<file path="src/logic/ssps_pkg.sv">
// Purpose: Shared constants and code conversions for the SSI position link
// Assumes: 20 MHz system clock on both ends
// Notes: Frame is 25 bits, position in the low 20 bits
`default_nettype none
package ssps_pkg;

    localparam int FRAME_BITS = 25;
    localparam int POS_BITS = 20;
    localparam int PAD_BITS = FRAME_BITS - POS_BITS;
    localparam logic [PAD_BITS-1:0] PAD_ZERO = 5'h00;
    localparam logic [POS_BITS-1:0] POS_MAX = 20'hfffff;
    localparam int RESOLUTION_NM = 5000;
    localparam int IDX_W = 5;

    localparam int MCLK_HZ = 20000000;
    localparam int MCLK_PERIOD_NS = 50;
    localparam int MONO_TIME_NS = 12000;
    localparam int MONO_CYC = (MONO_TIME_NS + MCLK_PERIOD_NS - 1) / MCLK_PERIOD_NS;
    localparam int MONO_W = $clog2(MONO_CYC + 1);
    localparam int PAUSE_TIME_NS = 16000;
    localparam int PAUSE_CYC = PAUSE_TIME_NS / MCLK_PERIOD_NS + 1;
    localparam int CNT_W = $clog2(PAUSE_CYC + 1);

    localparam int SCLK_MIN_HZ = 100000;
    localparam int SCLK_MAX_HZ = 1000000;
    localparam int HALF_DIV_MIN = MCLK_HZ / (2 * SCLK_MAX_HZ);
    localparam int HALF_DIV_MAX = MCLK_HZ / (2 * SCLK_MIN_HZ);

    localparam int FIFO_DEPTH = 8;
    localparam bit GRAY_DEFAULT = 1'b1;

    function automatic logic [POS_BITS-1:0] to_gray(input logic [POS_BITS-1:0] b);
        return b ^ (b >> 1);
    endfunction : to_gray

    function automatic logic [POS_BITS-1:0] from_gray(input logic [POS_BITS-1:0] g);
        logic [POS_BITS-1:0] b;
        b = g;
        for (int i = POS_BITS - 2; i >= 0; i--) begin
            b[i] = b[i+1] ^ g[i];
        end
        return b;
    endfunction : from_gray

endpackage : ssps_pkg
`default_nettype wire

</file>
<file path="src/logic/ssps_if.sv">
// Purpose: Serial clock and data pair between master and position slave
// Assumes: Differential pairs modelled as single-ended levels
// Notes: No clocking block; master drives sclk, slave drives sdata
`timescale 1ns/100ps
`default_nettype none
interface ssps_if;
    logic sclk;
    logic sdata;
    modport device (input sclk, output sdata);
    modport host (output sclk, input sdata);
endinterface : ssps_if
`default_nettype wire

</file>
<file path="src/logic/ssps_slave.sv">
// Purpose: SSI position slave end, plus the shared stream FIFO
// Assumes: Master keeps sclk high between frames and pauses over 16 us
// Notes: Shift logic runs on the link clock; monoflop timing on mclk_i
//
// Overview of operation
// [RULE_01] Master alone clocks frames, slave never initiates
// [RULE_02] First falling edge freezes position for frame
// [RULE_03] Each rising edge presents next bit, MSB first
// [RULE_04] Master supplies word length plus one edges
// [RULE_05] Surplus clocks shift out logic low
// [RULE_06] After 12 us monoflop, data high, ready
// [RULE_07] Gray or binary fixed per variant
// [RULE_08] Frame is 25 bits, right aligned
// [RULE_09] Position in low 20 bits, top five zero
// [RULE_10] LSB sent on last frame clock
// [RULE_11] One count equals 0.005 mm travel
// [RULE_12] Position never exceeds 1,048,575
// [RULE_13] Master clock between 100 kHz and 1 MHz
// [RULE_14] Master slows clock for longer cables
// [RULE_15] Master pauses over 16 us between frames
// [RULE_16] Position rises monotonically in standard direction
// [RULE_17] No zero setting or preset function
// [RULE_18] Master holds clock high between frames
`timescale 1ns/100ps
`default_nettype none

// ****************************************
// Stream FIFO
// ****************************************
module ssps_fifo #(
    parameter int WIDTH = ssps_pkg::POS_BITS,
    parameter int DEPTH = ssps_pkg::FIFO_DEPTH
) (
    input wire logic clk_i,
    input wire logic nrst_i,
    input wire logic in_valid_i,
    output logic in_ready_o,
    input wire logic [WIDTH-1:0] in_data_i,
    output logic out_valid_o,
    input wire logic out_ready_i,
    output logic [WIDTH-1:0] out_data_o
);
    localparam int AW = $clog2(DEPTH);

    logic [WIDTH-1:0] mem_r [DEPTH];
    logic [AW:0] wr_r;
    logic [AW:0] rd_r;
    logic full;
    logic empty;
    logic push;
    logic pop;

    // Pointers carry one wrap bit; DEPTH must be a power of two
    assign empty = (wr_r == rd_r);
    assign full = (wr_r[AW] != rd_r[AW]) && (wr_r[AW-1:0] == rd_r[AW-1:0]);
    assign push = in_valid_i && !full;
    assign pop = out_ready_i && !empty;
    assign in_ready_o = !full;
    assign out_valid_o = !empty;
    assign out_data_o = mem_r[rd_r[AW-1:0]];

    always_ff @(posedge clk_i) begin
        if (push) begin
            mem_r[wr_r[AW-1:0]] <= in_data_i;
        end
    end

    always_ff @(posedge clk_i or negedge nrst_i) begin
        if (!nrst_i) begin
            wr_r <= '0;
        end else if (push) begin
            wr_r <= wr_r + (AW+1)'(1);
        end
    end

    always_ff @(posedge clk_i or negedge nrst_i) begin
        if (!nrst_i) begin
            rd_r <= '0;
        end else if (pop) begin
            rd_r <= rd_r + (AW+1)'(1);
        end
    end
endmodule : ssps_fifo

`default_nettype wire

</file>
<file path="src/logic/ssps_master.sv">
// Purpose: SSI master end that clocks frames and collects positions
// Assumes: ssps_fifo compiled before this file
// Notes: Link clock derived from mclk_i by a divider
`timescale 1ns/100ps
`default_nettype none

module ssps_master #(
    parameter int HALF_DIV = ssps_pkg::HALF_DIV_MIN,
    parameter bit GRAY_CODE = ssps_pkg::GRAY_DEFAULT,
    parameter int DEPTH = ssps_pkg::FIFO_DEPTH
) (
    input wire logic mclk_i,
    input wire logic nrst_i,
    input wire logic start_i,
    output logic [ssps_pkg::POS_BITS-1:0] word_o,
    output logic pad_err_o,
    output logic word_valid_o,
    input wire logic word_ready_i,
    output logic busy_o,
    ssps_if.host link
);
    localparam int PB = ssps_pkg::POS_BITS;
    localparam int FB = ssps_pkg::FRAME_BITS;
    localparam int IW = ssps_pkg::IDX_W;
    localparam int CW = ssps_pkg::CNT_W;

    typedef enum logic [1:0] {
        M_IDLE = 2'h0,
        M_LOW = 2'h1,
        M_HIGH = 2'h3,
        M_PAUSE = 2'h2
    } ssps_mstate_t;

    ssps_mstate_t state_r;
    logic [CW-1:0] cnt_r;
    logic [IW-1:0] rise_r;
    logic sclk_r;
    logic [1:0] data_sync_r;
    logic [FB-1:0] sh_r;
    logic push_r;
    logic fifo_rdy;
    logic half_done;
    logic [PB:0] fifo_out;

    assign half_done = (cnt_r == CW'(HALF_DIV - 1)); // RULE_13 RULE_14

    // ****************************************
    // Frame sequencer
    // ****************************************
    always_ff @(posedge mclk_i or negedge nrst_i) begin
        if (!nrst_i) begin
            state_r <= M_IDLE;
            cnt_r <= '0;
            rise_r <= '0;
            sclk_r <= 1'b1;
        end else begin
            unique case (state_r)
                M_IDLE: begin
                    cnt_r <= '0;
                    rise_r <= '0;
                    if (start_i && fifo_rdy) begin
                        state_r <= M_LOW; // RULE_01
                        sclk_r <= 1'b0;
                    end
                end
                M_LOW: begin
                    cnt_r <= half_done ? '0 : cnt_r + CW'(1);
                    if (half_done) begin
                        state_r <= M_HIGH;
                        sclk_r <= 1'b1;
                        rise_r <= rise_r + IW'(1);
                    end
                end
                M_HIGH: begin
                    cnt_r <= half_done ? '0 : cnt_r + CW'(1);
                    if (half_done && (rise_r == IW'(FB + 1))) begin
                        state_r <= M_PAUSE; // RULE_04 RULE_18
                    end else if (half_done) begin
                        state_r <= M_LOW;
                        sclk_r <= 1'b0;
                    end
                end
                M_PAUSE: begin
                    cnt_r <= cnt_r + CW'(1);
                    if (cnt_r == CW'(ssps_pkg::PAUSE_CYC - 1)) begin
                        state_r <= M_IDLE; // RULE_15
                    end
                end
            endcase
        end
    end

    assign link.sclk = sclk_r;
    assign busy_o = (state_r != M_IDLE);

    // ****************************************
    // Data capture
    // ****************************************
    always_ff @(posedge mclk_i or negedge nrst_i) begin
        if (!nrst_i) begin
            data_sync_r <= 2'h3;
        end else begin
            data_sync_r <= {data_sync_r[0], link.sdata};
        end
    end

    // Samples just before each falling edge after the first, mid-bit
    always_ff @(posedge mclk_i or negedge nrst_i) begin
        if (!nrst_i) begin
            sh_r <= '0;
        end else if (state_r == M_HIGH && half_done && rise_r != IW'(FB + 1)) begin
            sh_r <= {sh_r[FB-2:0], data_sync_r[1]};
        end
    end

    always_ff @(posedge mclk_i or negedge nrst_i) begin
        if (!nrst_i) begin
            push_r <= 1'b0;
        end else begin
            push_r <= (state_r == M_HIGH) && half_done && (rise_r == IW'(FB + 1));
        end
    end

    ssps_fifo #(
        .WIDTH(PB + 1),
        .DEPTH(DEPTH)
    ) u_fifo (
        .clk_i(mclk_i),
        .nrst_i(nrst_i),
        .in_valid_i(push_r),
        .in_ready_o(fifo_rdy),
        .in_data_i({sh_r[FB-1:PB] != ssps_pkg::PAD_ZERO,
                    GRAY_CODE ? ssps_pkg::from_gray(sh_r[PB-1:0]) : sh_r[PB-1:0]}),
        .out_valid_o(word_valid_o),
        .out_ready_i(word_ready_i),
        .out_data_o(fifo_out)
    );

    assign word_o = fifo_out[PB-1:0];
    assign pad_err_o = fifo_out[PB];

endmodule : ssps_master
`default_nettype wire

</file>
<file path="src/flat_wrapper.sv">
// flat-port wrapper written by rule: the top's interface ports become plain ports
module ssps_master_flat 
#(
    parameter int HALF_DIV = ssps_pkg::HALF_DIV_MIN,
    parameter bit GRAY_CODE = ssps_pkg::GRAY_DEFAULT,
    parameter int DEPTH = ssps_pkg::FIFO_DEPTH
)
  (mclk_i, nrst_i, start_i, word_o, pad_err_o, word_valid_o, word_ready_i, busy_o, link_sclk, link_sdata);
  ssps_if link_i ();
  input wire logic mclk_i;
  input wire logic nrst_i;
  input wire logic start_i;
  output logic [ssps_pkg::POS_BITS-1:0] word_o;
  output logic pad_err_o;
  output logic word_valid_o;
  input wire logic word_ready_i;
  output logic busy_o;
  output wire logic [$bits(link_i.sclk)-1:0] link_sclk;
  input wire logic [$bits(link_i.sdata)-1:0] link_sdata;
  assign link_sclk = link_i.sclk;
  assign link_i.sdata = link_sdata;
  ssps_master #(.HALF_DIV(HALF_DIV), .GRAY_CODE(GRAY_CODE), .DEPTH(DEPTH)) u_core (.mclk_i(mclk_i), .nrst_i(nrst_i), .start_i(start_i), .word_o(word_o), .pad_err_o(pad_err_o), .word_valid_o(word_valid_o), .word_ready_i(word_ready_i), .busy_o(busy_o), .link(link_i));
endmodule
</file>
<file path="config.mk">
export PLATFORM = sky130hd
export DESIGN_NAME = ssps_master_flat
export DESIGN_NICKNAME = d
export VERILOG_FILES = /design/src/logic/ssps_pkg.sv /design/src/logic/ssps_if.sv /design/src/logic/ssps_slave.sv /design/src/logic/ssps_master.sv /design/src/flat_wrapper.sv
export SDC_FILE = /design/constraint.sdc
export NUM_CORES = 1
export LEC_CHECK = 0
export BUFFER_PORTS_ARGS = -buffer_cell sky130_fd_sc_hd__buf_2
export CORE_ASPECT_RATIO = 1.75
export CORE_UTILIZATION = 40
export CTS_BUF_LIST = sky130_fd_sc_hd__clkbuf_16
export DETAILED_ROUTE_END_ITERATION = 10
export PLACE_DENSITY_LB_ADDON = 0.2
export SLEW_MARGIN = 20
export SYNTH_ARGS = -nofsm -noshare
export SYNTH_HDL_FRONTEND = slang
export SYNTH_SLANG_ARGS = --single-unit
</file>
<file path="constraint.sdc">
create_clock -name mclk_i -period 3 [get_ports mclk_i]
set_input_delay 0.15 -clock mclk_i [delete_from_list [all_inputs] [get_ports mclk_i]]
set_output_delay 0.15 -clock mclk_i [all_outputs]
set_load 0.02 [all_outputs]
</file>
# ---- Word-level counts from Yosys, hierarchy flattened
# Memory sizes are Yosys's and may differ from the RTL's.
# Index checks and enable logic that the tools add are counted.
dict set report totals {
  ff_bits 53
  ram_bits 168
  n_memories 1
}
# memory depth width rd rd_clocked_by_memory_dff wr line
set memory_table {}
lappend memory_table {u_core.u_fifo.mem_r 8 21 1 0 1 ssps_slave.sv:45} ;# logic [WIDTH-1:0] mem_r [DEPTH];
dict set report classes {
  n_addsub 4
  eq_ne 16
  muxes 17
  bitwise_logic 19
  reduce_logical 19
}
# operator n
set ops {}
lappend ops {{one-hot mux 9 bit (3 select lines)} 1}
lappend ops {{bitwise XOR 1 bit} 19}
lappend ops {{2-to-1 mux 2 bit} 5}
lappend ops {{one-hot mux 5 bit (2 select lines)} 1}
lappend ops {{adder 9 x 1 -> 9 bit (second input constant)} 1}
lappend ops {{equality test 9 x 4 -> 1 bit (second input constant)} 1}
lappend ops {{equality test 9 bit (second input constant)} 1}
lappend ops {{2-to-1 mux 9 bit} 1}
lappend ops {{adder 4 x 1 -> 4 bit (second input constant)} 2}
lappend ops {{logical AND 1 bit} 8}
lappend ops {{inequality test 2 x 1 -> 1 bit (second input constant)} 4}
lappend ops {{one-hot mux 2 bit (4 select lines)} 1}
lappend ops {{2-to-1 mux 1 bit} 6}
lappend ops {{adder 5 x 1 -> 5 bit (second input constant)} 1}
lappend ops {{equality test 5 bit (second input constant)} 1}
lappend ops {{2-to-1 mux 5 bit} 1}
lappend ops {{inequality test 5 bit (second input constant)} 1}
lappend ops {{AND reduction 5 bit} 1}
lappend ops {{nonzero test 5 bit} 1}
lappend ops {{equality test 2 bit (second input constant)} 2}
lappend ops {{equality test 4 bit} 1}
lappend ops {{AND reduction 4 bit} 1}
lappend ops {{nonzero test 2 bit} 2}
lappend ops {{equality test 3 bit} 1}
lappend ops {{other kinds (10)} 11}

# ---- Depth between registers and ports, before layout
# Gate-level depths: netlist of run 1.
dict set report logic_depth {
  depth_word 19
  ltp_mapped 8
  ltp_nobuf 6
}

# ---- Modules after synthesis
# A second synthesis of run 1 with hierarchy kept.
dict set report unflattened {
  cells_unflattened 495
  hier_area_um2 9419.0
}
# mod n_inst cells_each area_per_inst_um2
set by_module_without_submodules {}
lappend by_module_without_submodules {ssps_fifo 1 301 7039.3}
lappend by_module_without_submodules {ssps_master 1 194 2379.8}

# ---- Least setup slack after synthesis of run 1
# Ideal clock, no wire load.
dict set report synth_path {
  path_kind {flip-flop to flip-flop}
  startpoint {register u_core.u_fifo.rd_r[0]}
  endpoint {memory u_core.u_fifo.mem_r[0][0] (netlist bit), enable pin}
  setup_ns 0.425
  arrival_time_ns 2.843
  required_time_ns 2.575
  setup_slack_ns -0.269
  stages_incl_launch_ff 6
  path_buffers 1
  period_less_slack_ns 3.269
  cell_sequence {dfrtp_1 clkbuf_1 xor2_1 o41a_1 nand2b_1 nor3_1}
}
dict set report synth_via {
  elab_chain_cells 6
}
# element line
set synth_lines {}
lappend synth_lines {{start: declaration} ssps_slave.sv:47} ;# logic [AW:0] rd_r;
lappend synth_lines {{start signal: assignment} ssps_slave.sv:80} ;# rd_r <= rd_r + (AW+1)'(1);
lappend synth_lines {{equality test 3 bit} ssps_slave.sv:55} ;# assign full = (wr_r[AW] != rd_r[AW]) && (wr_r[AW-1:0] == rd_r[AW-1:0]);
lappend synth_lines {{logical AND 1 bit} ssps_slave.sv:55}
lappend synth_lines {{zero test 1 bit} ssps_slave.sv:56} ;# assign push = in_valid_i && !full;
lappend synth_lines {{logical AND 1 bit} ssps_slave.sv:56}
lappend synth_lines {{2-to-1 mux 1 bit} ssps_slave.sv:63} ;# if (push) begin
lappend synth_lines {{2-to-1 mux 1 bit (implied by the code)} ssps_slave.sv:64} ;# mem_r[wr_r[AW-1:0]] <= in_data_i;
lappend synth_lines {{end: declaration} ssps_slave.sv:45}
# Every way passes these cells.

# ---- Worst setup path after layout of run 1
dict set report layout_path {
  startpoint {register u_core.sh_r[18]}
  endpoint {memory u_core.u_fifo.mem_r[0][5] (netlist bit) (data pin)}
}
dict set report layout_via {
  elab_chain_cells 14
}
# element line
set layout_lines {}
lappend layout_lines {{start: declaration} ssps_master.sv:39} ;# logic [FB-1:0] sh_r;
lappend layout_lines {{start signal: assignment} ssps_master.sv:112} ;# sh_r <= {sh_r[FB-2:0], data_sync_r[1]};
lappend layout_lines {{bitwise XOR 1 bit (2 in a row)} ssps_pkg.sv:40} ;# b[i] = b[i+1] ^ g[i];
lappend layout_lines {{via u_core.u_fifo.in_data_i[17]} ssps_slave.sv:38} ;# input wire logic [WIDTH-1:0] in_data_i,
lappend layout_lines {{bitwise XOR 1 bit (3 in a row)} ssps_pkg.sv:40}
lappend layout_lines {{via u_core.u_fifo.in_data_i[14]} ssps_slave.sv:38}
lappend layout_lines {{bitwise XOR 1 bit (2 in a row)} ssps_pkg.sv:40}
lappend layout_lines {{via u_core.u_fifo.in_data_i[12]} ssps_slave.sv:38}
lappend layout_lines {{bitwise XOR 1 bit (7 in a row)} ssps_pkg.sv:40}
lappend layout_lines {{via u_core.u_fifo.in_data_i[5]} ssps_slave.sv:38}
# The timed path passes the listed nets, and every way through them passes these cells.

==> metrics, run 1 <==
Ports=29; Synth Warn #=0; final worst-path cycle share=0.959; Tightest Hold Check Type=input pin to flip-flop; Yosys top cell area share=0.551; initial antenna violation count=0; CTS clk-pin slew, worst paths=0.06 ns; endpoints failing hold=0; Setup WS pre-CTS=0.0862 ns; cell taking the most area after synthesis=edfxtp_1; layout cells sized above 1=0.299; most common cell in the netlist=edfxtp_1; final total negative setup slack=0 ns; Detail Route Antenna Nets=0; worst skew pair latency=0.48 ns; Lkg Pwr=3.33 nW; worst vdd ir=0.000461 V; Total Power=5.77 mW; Port-buffer cells=28; Synth cell types=47; WS Path Type=flip-flop to flip-flop; Worst Hold Slack=0.0685 ns; Routability Congestion=0.743; core box area=22300 um^2; syn_area_per_cell=19.0 um^2; DR WL/cell=19.6 um; FF-to-FF path depth=5; Setup Viol. Count Final=0; postcts setup bufs=0; Crit-path slowest cell=xor3_2; die area=23500 um^2; WHS Path Cells=4; Initial Util=0.412; GRT Max-Usage Layer=met2; final net count=542; diodes inserted=0; final WL=16400 um; DR vias/cell=5.14; crit-path max FO=11; status=finished, final reports clean; htree depth=1; Storage cell area=6380 um^2; Final HPWL DP=9760 um; CTS max path bufs=3; Die Span Y=202 um; vias in the first global route=4665; Vias=4303; Fillers=1895; root buffer selected by CTS=clkbuf_16; top_reg_cell synth=edfxtp_1; CP Depth=5; CTS Buf Count=20; Residual DRC=0; Die W=116 um; Post-Syn Instances=482; GRT Util Overall=0.149; Critical Path Sink Type=flip-flop; Async SR Flop Fraction=0.240; Crit path largest cell delay=0.57 ns; Multi-input gate area=2720 um^2; global-route wire length before repair=26100 um; GRT Residual Overflow=0; Worst EP required=3.19 ns; initial DRC count=178; Global Route met2 Usage=0.267; CP delay by family, top=XOR/XNOR gates; arrival time at the worst endpoint=3.07 ns; CP Cell Sequence=xor3_2 -> xnor3_2 -> xor2_2 -> inv_2 -> xnor3_1; CP bufs+invs=1; Post-synth top cells=168 x edfxtp_1, 50 x dfrtp_1, 42 x mux4_2, 28 x mux2_2, 19 x mux2_1; maxcap violations=0; largest cells by area after synthesis=edfxtp_1 55%, dfrtp_1 14%, mux4_2 10%, mux2_2 3.4%, mux2_1 2.3%; dpl cells=801; Final Non-Filler Cells=837; largest net degree at the start of global routing=46; RSZ-0062 raised after global routing=true; f_max=348 MHz; Layout Area Growth over Synthesis=13.8%; relative slew slack=0.527; worst setup margin=0.122 ns; sequential-to-total area share from yosys stat=0.696; Least-Margin Pin Slew=0.705 ns; Clock Skew=0.00669 ns; GRT met3 Usage=0.0216; TritonCTS clock tree=done; P per Cell Area=554 nW/um^2; # rows=72; syn_nets=494; Final Critical Period=2.88 ns; Slew Limit Fails=0; DR pass1 iterations=4; Critical Path Start Type=flip-flop; CTS sink cnt=221; register bit total from synthesis=221; met1 Use GR=0.185; number of synthesized flops with an enable pin=168; Post-Syn Area=9160 um^2
[sequential cells by signal, indices dropped and copies added, names as in the netlist]
name,count
u_core.cnt_r,9
u_core.data_sync_r,2
u_core.link.sclk,1
u_core.push_r,1
u_core.rise_r,5
u_core.sh_r,25
u_core.state_r,2
u_core.u_fifo.mem_r,168
u_core.u_fifo.rd_r,4
u_core.u_fifo.wr_r,4
[kinds of logic after synthesis]
kind of cell | after synthesis | synth area share
flops | 221 | 0.696
mux | 89 | 0.161
simple gates | 70 | 0.0397
xor+xnor | 50 | 0.0684
buf+inv | 28 | 0.0117
compound gates | 17 | 0.0139
fa+ha+maj | 7 | 0.00956
[final timing paths]
kind                                                  endpoint  slack (ns)                             from
max                        u_core.u_fifo.mem_r[0][5]$_DFFE_PP_        0.12      u_core.sh_r[18]$_DFFE_PN0P_
min                              u_core.state_r[0]$_DFFE_PN0P_        0.07                          start_i
max reg2reg                u_core.u_fifo.mem_r[0][5]$_DFFE_PP_        0.12      u_core.sh_r[18]$_DFFE_PN0P_
min reg2reg                    u_core.data_sync_r[1]$_DFF_PN1_        0.36  u_core.data_sync_r[0]$_DFF_PN1_
max in group asynchronous      u_core.data_sync_r[0]$_DFF_PN1_        1.94                           nrst_i
min in group asynchronous          u_core.sh_r[24]$_DFFE_PN0P_        0.22                           nrst_i
[layer usage]
layer,share of wire,up-vias
met5,0,-
met3,0.038,22
met2,0.54,71
li1,-,1975
met4,0.015,0
met1,0.41,2235
[what timing repair did]
item                                   4_1_cts  5_1_grt
endpoints found under the hold margin       28        0
hold buffers                                 3        0
resized for setup                            0        0
setup endpoints to repair                    0       16
[power breakdown]
group | internal, mW | leakage [nW] | switching, mW
Clock | 1.44 | 0.322 | 1.04
Combinational | 0.0107 | 1.12 | 0.0207
Sequential | 3.26 | 1.89 | 0.00210
Total | 4.71 | 3.33 | 1.06
[area by class of cell]
type                       instances  area share
sequential                       221       0.612
tap                              296      0.0355
timing repair buffer              46      0.0283
clock inverter                    12      0.0106
multi-input combinational        233       0.261
inverter                           8     0.00288
clock buffer                      21      0.0504
[cells in the final DEF, fill, tap and decap left out, drive strengths merged, types with 8 or more instances in the layout]
master and count:
nand3 10, nand2 15, inv 11, mux4 42
dfrtp 50, edfxtp 168, xor2 19, mux2 47
clkbuf 21, buf 43, xnor2 19, nor2 18
xnor3 8
[stage by stage]
step / area, um^2 / utilization
2_1_floorplan: 9170 / -
3_3_place_gp: 9760 / 0.439
3_5_place_dp: 9760 / 0.439
4_1_cts: 10400 / 0.469
5_1_grt: 10400 / 0.469
6_report: 10400 / 0.469
[worst register-to-register path, delay by kind of cell, from the launching register on]
family / cells / cell delay, ns
XOR/XNOR: 4 / 2.03
flip-flops: 1 / 0.40
buffers and inverters: 1 / 0.15
No activity file was read; power rests on OpenSTA's default activity.
==> run 2, diff against run 1 <==
--- a/config.mk
+++ b/config.mk
@@ -10,6 +10,7 @@
 export CORE_UTILIZATION = 40
 export CTS_BUF_LIST = sky130_fd_sc_hd__clkbuf_16
 export DETAILED_ROUTE_END_ITERATION = 10
+export GPL_TIMING_DRIVEN = 0
 export PLACE_DENSITY_LB_ADDON = 0.2
 export SLEW_MARGIN = 20
 export SYNTH_ARGS = -nofsm -noshare
==> run 2 against run 1 <==
Compared with the run above: global-route usage rose by 1.0 points; sequential cell count did not move; design area is 1.8% higher; setup slack improved by 0.012 ns; clock skew rose by 0.0040 ns; utilization up 0.83 points; maximum frequency grew 0.41%; non-clock buffer count grew 15; routed wire length rose by 6.2%; first-iteration DRC count grew 30%; sequential power is essentially flat; worst hold slack improved by 0.052 ns; largest cell class unchanged; largest power group unchanged.
==> metrics, run 2 (synthesis results as in run 1) <==
status=finished, final reports clean; initial DRC count=231; root buffer selected by CTS=clkbuf_16; final WL=17400 um; CP bufs+invs=3; Detail Route Antenna Nets=0; worst skew pair latency=0.49 ns; worst setup margin=0.134 ns; Sequential Power Share=0.581; most frequent cells in the layout=168 x edfxtp_1, 49 x dfrtp_1, 42 x mux4_2; Vias=4483; Finished Cell Area=10600 um^2; Switching Fraction=0.192; Die Span Y=202 um; clock power share=0.413; DR vias/cell=5.26; Tightest Hold Check Type=input pin to flip-flop; Least-Margin Pin Slew=0.808 ns; global-route wire length before repair=27700 um; relative slew slack=0.462; maxcap violations=0; Pint=4.54 mW; CP Cell Sequence=clkbuf_2 -> clkdlybuf4s18_2 -> mux4_2 -> mux2_2 -> buf_2; dpl cells=814; TritonCTS clock tree=done; Crit-path slowest cell=mux4_2; Slew Limit Fails=0; Final Critical Period=2.87 ns; GRT Util Overall=0.159; Setup WS pre-CTS=-0.217 ns; final worst-path cycle share=0.955; Crit path largest cell delay=0.56 ns; diodes inserted=0; CP delay by family, top=buffers and inverters; worst vdd ir=0.000314 V; CTS Buf Count=20; Worst Hold Slack=0.120 ns; DR WL/cell=20.4 um; # rows=72; Comb pwr share=0.006; Port-buffer cells=28; Initial Util=0.412; Area after DPL=9920 um^2; Layout Area Growth over Synthesis=15.8%; Final HPWL DP=11200 um; die area=23500 um^2; CTS max path bufs=3; htree depth=1; initial antenna violation count=0; layout cells sized above 1=0.307; commonest non-fill, non-tap cell in the layout=edfxtp_1; P per Cell Area=530 nW/um^2; Worst EP required=2.85 ns; Fillers=1869; f_max=349 MHz; CTS sink cnt=221; DR pass1 iterations=6; CTS clk-pin slew, worst paths=0.07 ns; Sw Pwr=1.08 mW; GRT Residual Overflow=0; FF-to-FF path depth=4; RSZ-0062 raised after global routing=false; arrival time at the worst endpoint=2.72 ns; final total negative setup slack=0 ns; Routability Congestion=0.745; Largest register FFs=168; Residual DRC=0; r2r setup slk=0.17 ns; vias in the first global route=4925; Critical Path Start Type=flip-flop; Ports=29; crit-path max FO=10; core box area=22300 um^2; final net count=557; Die W=116 um; WS Path Type=flip-flop to output port; CP Depth=5; Setup Viol. Count Final=0; largest net degree at the start of global routing=54; endpoints failing hold=0; Lkg Pwr=3.41 nW; Final Non-Filler Cells=853; WHS Path Cells=4; Critical Path Sink Type=output port; Clock Skew=0.0107 ns
[run 2: cell types whose count changed in the layout (fill, tap and decap cells not counted), sizes merged]
cell and change:
buf -1, clkinvlp +1, clkdlybuf4s18 +2, clkdlybuf4s15 +1
bufinv -2, clkbuf +13, clkinv +2
[run 2: per-layer routing]
metal  up-vias  track usage  part of all wire
met5         -            0                 0
met4         0       0.0559             0.027
met3        22       0.0168             0.032
met1      2371        0.195              0.40
met2        77        0.285              0.54
li1       2013            -                 -
[run 2: worst paths after layout]
path / from / to
worst max-delay path: u_core.u_fifo.rd_r[0]$_DFFE_PN0P_ / word_o[14]
worst min-delay path: start_i / u_core.state_r[0]$_DFFE_PN0P_
worst max register to register: u_core.sh_r[19]$_DFFE_PN0P_ / u_core.u_fifo.mem_r[4][10]$_DFFE_PP_
worst min register to register: u_core.data_sync_r[0]$_DFF_PN1_ / u_core.data_sync_r[1]$_DFF_PN1_
max in group asynchronous: nrst_i / u_core.sh_r[19]$_DFFE_PN0P_
min in group asynchronous: nrst_i / u_core.rise_r[4]$_DFFE_PN0P_
[run 2: layout make-up]
cell class | instances | area, um^2 | area share
Tap cell | 296 | 370 | 0.0349
Multi-Input combinational cell | 233 | 2770 | 0.261
Sequential cell | 221 | 6380 | 0.601
Buffer | 20 | 106 | 0.0100
Clock buffer | 21 | 526 | 0.0495
Clock inverter | 13 | 61.3 | 0.00578
Timing Repair Buffer | 41 | 370 | 0.0349
Inverter | 8 | 30.0 | 0.00283
[run 2: power by group through the flow]
stage	clock [mW]	sequential, mW	combinational [mW]
5_1_grt	2.47	3.26	0.0358
2_1_floorplan	0	3.33	0.00894
3_3_place_gp	0	3.33	0.0280
6_report	2.32	3.27	0.0312
3_5_place_dp	0	3.33	0.0291
4_1_cts	2.37	3.27	0.0329
[run 2: what timing repair did]
item	CTS	global route
gates resized for setup	16	7
setup endpoints to repair	106	67
cloned	0	0
hold buffers	3	0
pin swaps	1	2
endpoints found under the hold margin	52	0
setup buffers	0	2
[run 2: worst reg2reg max path: cells and delay by family, from the launching register on]
| kind | cells | cell delay (ns) |
|---|---|---|
| XOR/XNOR | 4 | 2.06 |
| flip-flops | 1 | 0.50 |
[run 2: metrics by stage]
| stage | total power, mW | util |
|---|---|---|
| global route | 5.77 | 0.477 |
| CTS | 5.67 | 0.476 |
| finish | 5.62 | 0.477 |
| global placement | 3.36 | 0.435 |
| floorplan | 3.34 | - |
| detailed placement | 3.36 | 0.446 |
==> run 3, diff against run 2 <==
--- a/config.mk
+++ b/config.mk
@@ -11,6 +11,7 @@
 export CTS_BUF_LIST = sky130_fd_sc_hd__clkbuf_16
 export DETAILED_ROUTE_END_ITERATION = 10
 export GPL_TIMING_DRIVEN = 0
+export MAX_ROUTING_LAYER = met4
 export PLACE_DENSITY_LB_ADDON = 0.2
 export SLEW_MARGIN = 20
 export SYNTH_ARGS = -nofsm -noshare
==> run 3 against run 2 <==
Compared with the run above: clock skew is essentially flat; maximum frequency is essentially flat; setup slack gained 0.0012 ns; via count grew 0.74%; design area is the same; sequential power is essentially flat; routed wire length is essentially flat; global-route usage grew 0.47 points; register-to-register slack is essentially flat; critical endpoint unchanged; largest power group unchanged.
==> metrics, run 3 (synthesis results as in run 1) <==
status=finished, final reports clean; diodes inserted=0; relative slew slack=0.461; FF-to-FF path depth=4; Fillers=1869; Critical Path Start Type=flip-flop; Area after DPL=9920 um^2; arrival time at the worst endpoint=2.71 ns; final WL=17400 um; CTS clk-pin slew, worst paths=0.07 ns; crit-path max FO=10; Total Power=5.62 mW; Port-buffer cells=28; r2r endpoint=u_core.u_fifo.mem_r[4][10]$_DFFE_PP_; Final Non-Filler Cells=853; Clock Skew=0.0108 ns; TritonCTS clock tree=done; worst skew pair latency=0.49 ns; endpoints failing hold=0; global-route wire length before repair=27700 um; Worst EP required=2.85 ns; f_max=349 MHz; Largest register FFs=168; r2r setup slk=0.18 ns; GRT Util Overall=0.164; Slew Limit Fails=0; commonest non-fill, non-tap cell in the layout=edfxtp_1; CTS Buf Count=20; Die Span Y=202 um; most frequent cells in the layout=168 x edfxtp_1, 49 x dfrtp_1, 42 x mux4_2; Detail Route Antenna Nets=0; Finished Cell Area=10600 um^2; Layout Area Growth over Synthesis=15.8%; Setup Viol. Count Final=0; layout cells sized above 1=0.307; core box area=22300 um^2; htree depth=1; P per Cell Area=530 nW/um^2; Vias=4516; dpl cells=814; Final Critical Period=2.86 ns; WS Path Type=flip-flop to output port; root buffer selected by CTS=clkbuf_16; final core occ=0.477; Ports=29; maxcap violations=0; initial antenna violation count=0; final total negative setup slack=0 ns; crit path to=word_o[14]; reg2reg start=u_core.sh_r[19]$_DFFE_PN0P_; final worst-path cycle share=0.955; Tightest Hold Check Type=input pin to flip-flop; largest net degree at the start of global routing=54; Final HPWL DP=11200 um; # rows=72; final net count=557; Routability Congestion=0.754; Critical Path Sink Type=output port; die area=23500 um^2; Die W=116 um; DR WL/cell=20.4 um; initial DRC count=232; CTS sink cnt=221; GRT Residual Overflow=0; Initial Util=0.412; Least-Margin Pin Slew=0.808 ns; vias in the first global route=4910; Setup crit start=u_core.u_fifo.rd_r[0]$_DFFE_PN0P_; DR vias/cell=5.29; RSZ-0062 raised after global routing=false; DR pass1 iterations=6; Residual DRC=0; worst vdd ir=0.000313 V; Lkg Pwr=3.41 nW; CTS max path bufs=3
## run 3: cell counts in the layout (fill, tap and decap cells not counted)
No cell type changed its count.
## run 3: how the worst min path moves through the flow
| stage | startpoint | to | slack (ns) | cells after the start |
|---|---|---|---|---|
| after floorplan | nrst_i | u_core.cnt_r[0]$_DFF_PN0_ | -0.15 | 0 |
| after global placement | link_sdata | u_core.data_sync_r[0]$_DFF_PN1_ | 0.26 | 1 |
| after detailed placement | nrst_i | u_core.sh_r[18]$_DFFE_PN0P_ | 0.24 | 1 |
| after CTS | start_i | u_core.state_r[0]$_DFFE_PN0P_ | 0.11 | 4 |
| after global routing | start_i | u_core.state_r[0]$_DFFE_PN0P_ | 0.15 | 4 |
| final | start_i | u_core.state_r[0]$_DFFE_PN0P_ | 0.12 | 4 |
## run 3: layout make-up
cell class                      instances  area (um^2)  share of cell area
Sequential cell                       221         6380               0.601
Multi-Input combinational cell        233         2770               0.261
Tap cell                              296          370              0.0349
Buffer                                 20          106              0.0100
Inverter                                8         30.0             0.00283
Timing Repair Buffer                   41          370              0.0349
Clock inverter                         13         61.3             0.00578
Clock buffer                           21          526              0.0495
## run 3: routing by layer
metal  vias up  GRT usage  wire length [um]
met5         -          -                 0
met4         0     0.0559               462
met3        23     0.0162               493
met2        84      0.285              9450
met1      2395      0.196              7030
li1       2014          -                 -
## run 3: what timing repair did
action                     4_1_cts  5_1_grt
pin swaps                        1        2
setup endpoints to repair      106       71
hold endpoints to repair        52        0
hold buffers                     3        0
resized for setup               16        7
setup buffers                    0        2
## run 3: metrics by stage
step	worst slack, ns	hold slack [ns]
2_1_floorplan	0.292	-0.146
3_3_place_gp	-1.04	0.257
3_5_place_dp	-0.217	0.236
4_1_cts	0.0107	0.106
5_1_grt	0.00138	0.149
6_report	0.135	0.121
## run 3: where the power goes
group | internal, mW | switching, mW
logic | 0.0107 | 0.0206
registers | 3.26 | 0.00165
clock network | 1.26 | 1.06
total | 4.54 | 1.08
## run 3: worst max-delay path, cell delays in order (launching register included)
cell and delay (ns):
dfrtp_1 0.36, clkbuf_2 0.30, clkdlybuf4s18_2 0.54, mux4_2 0.56
mux2_2 0.29, buf_2 0.16
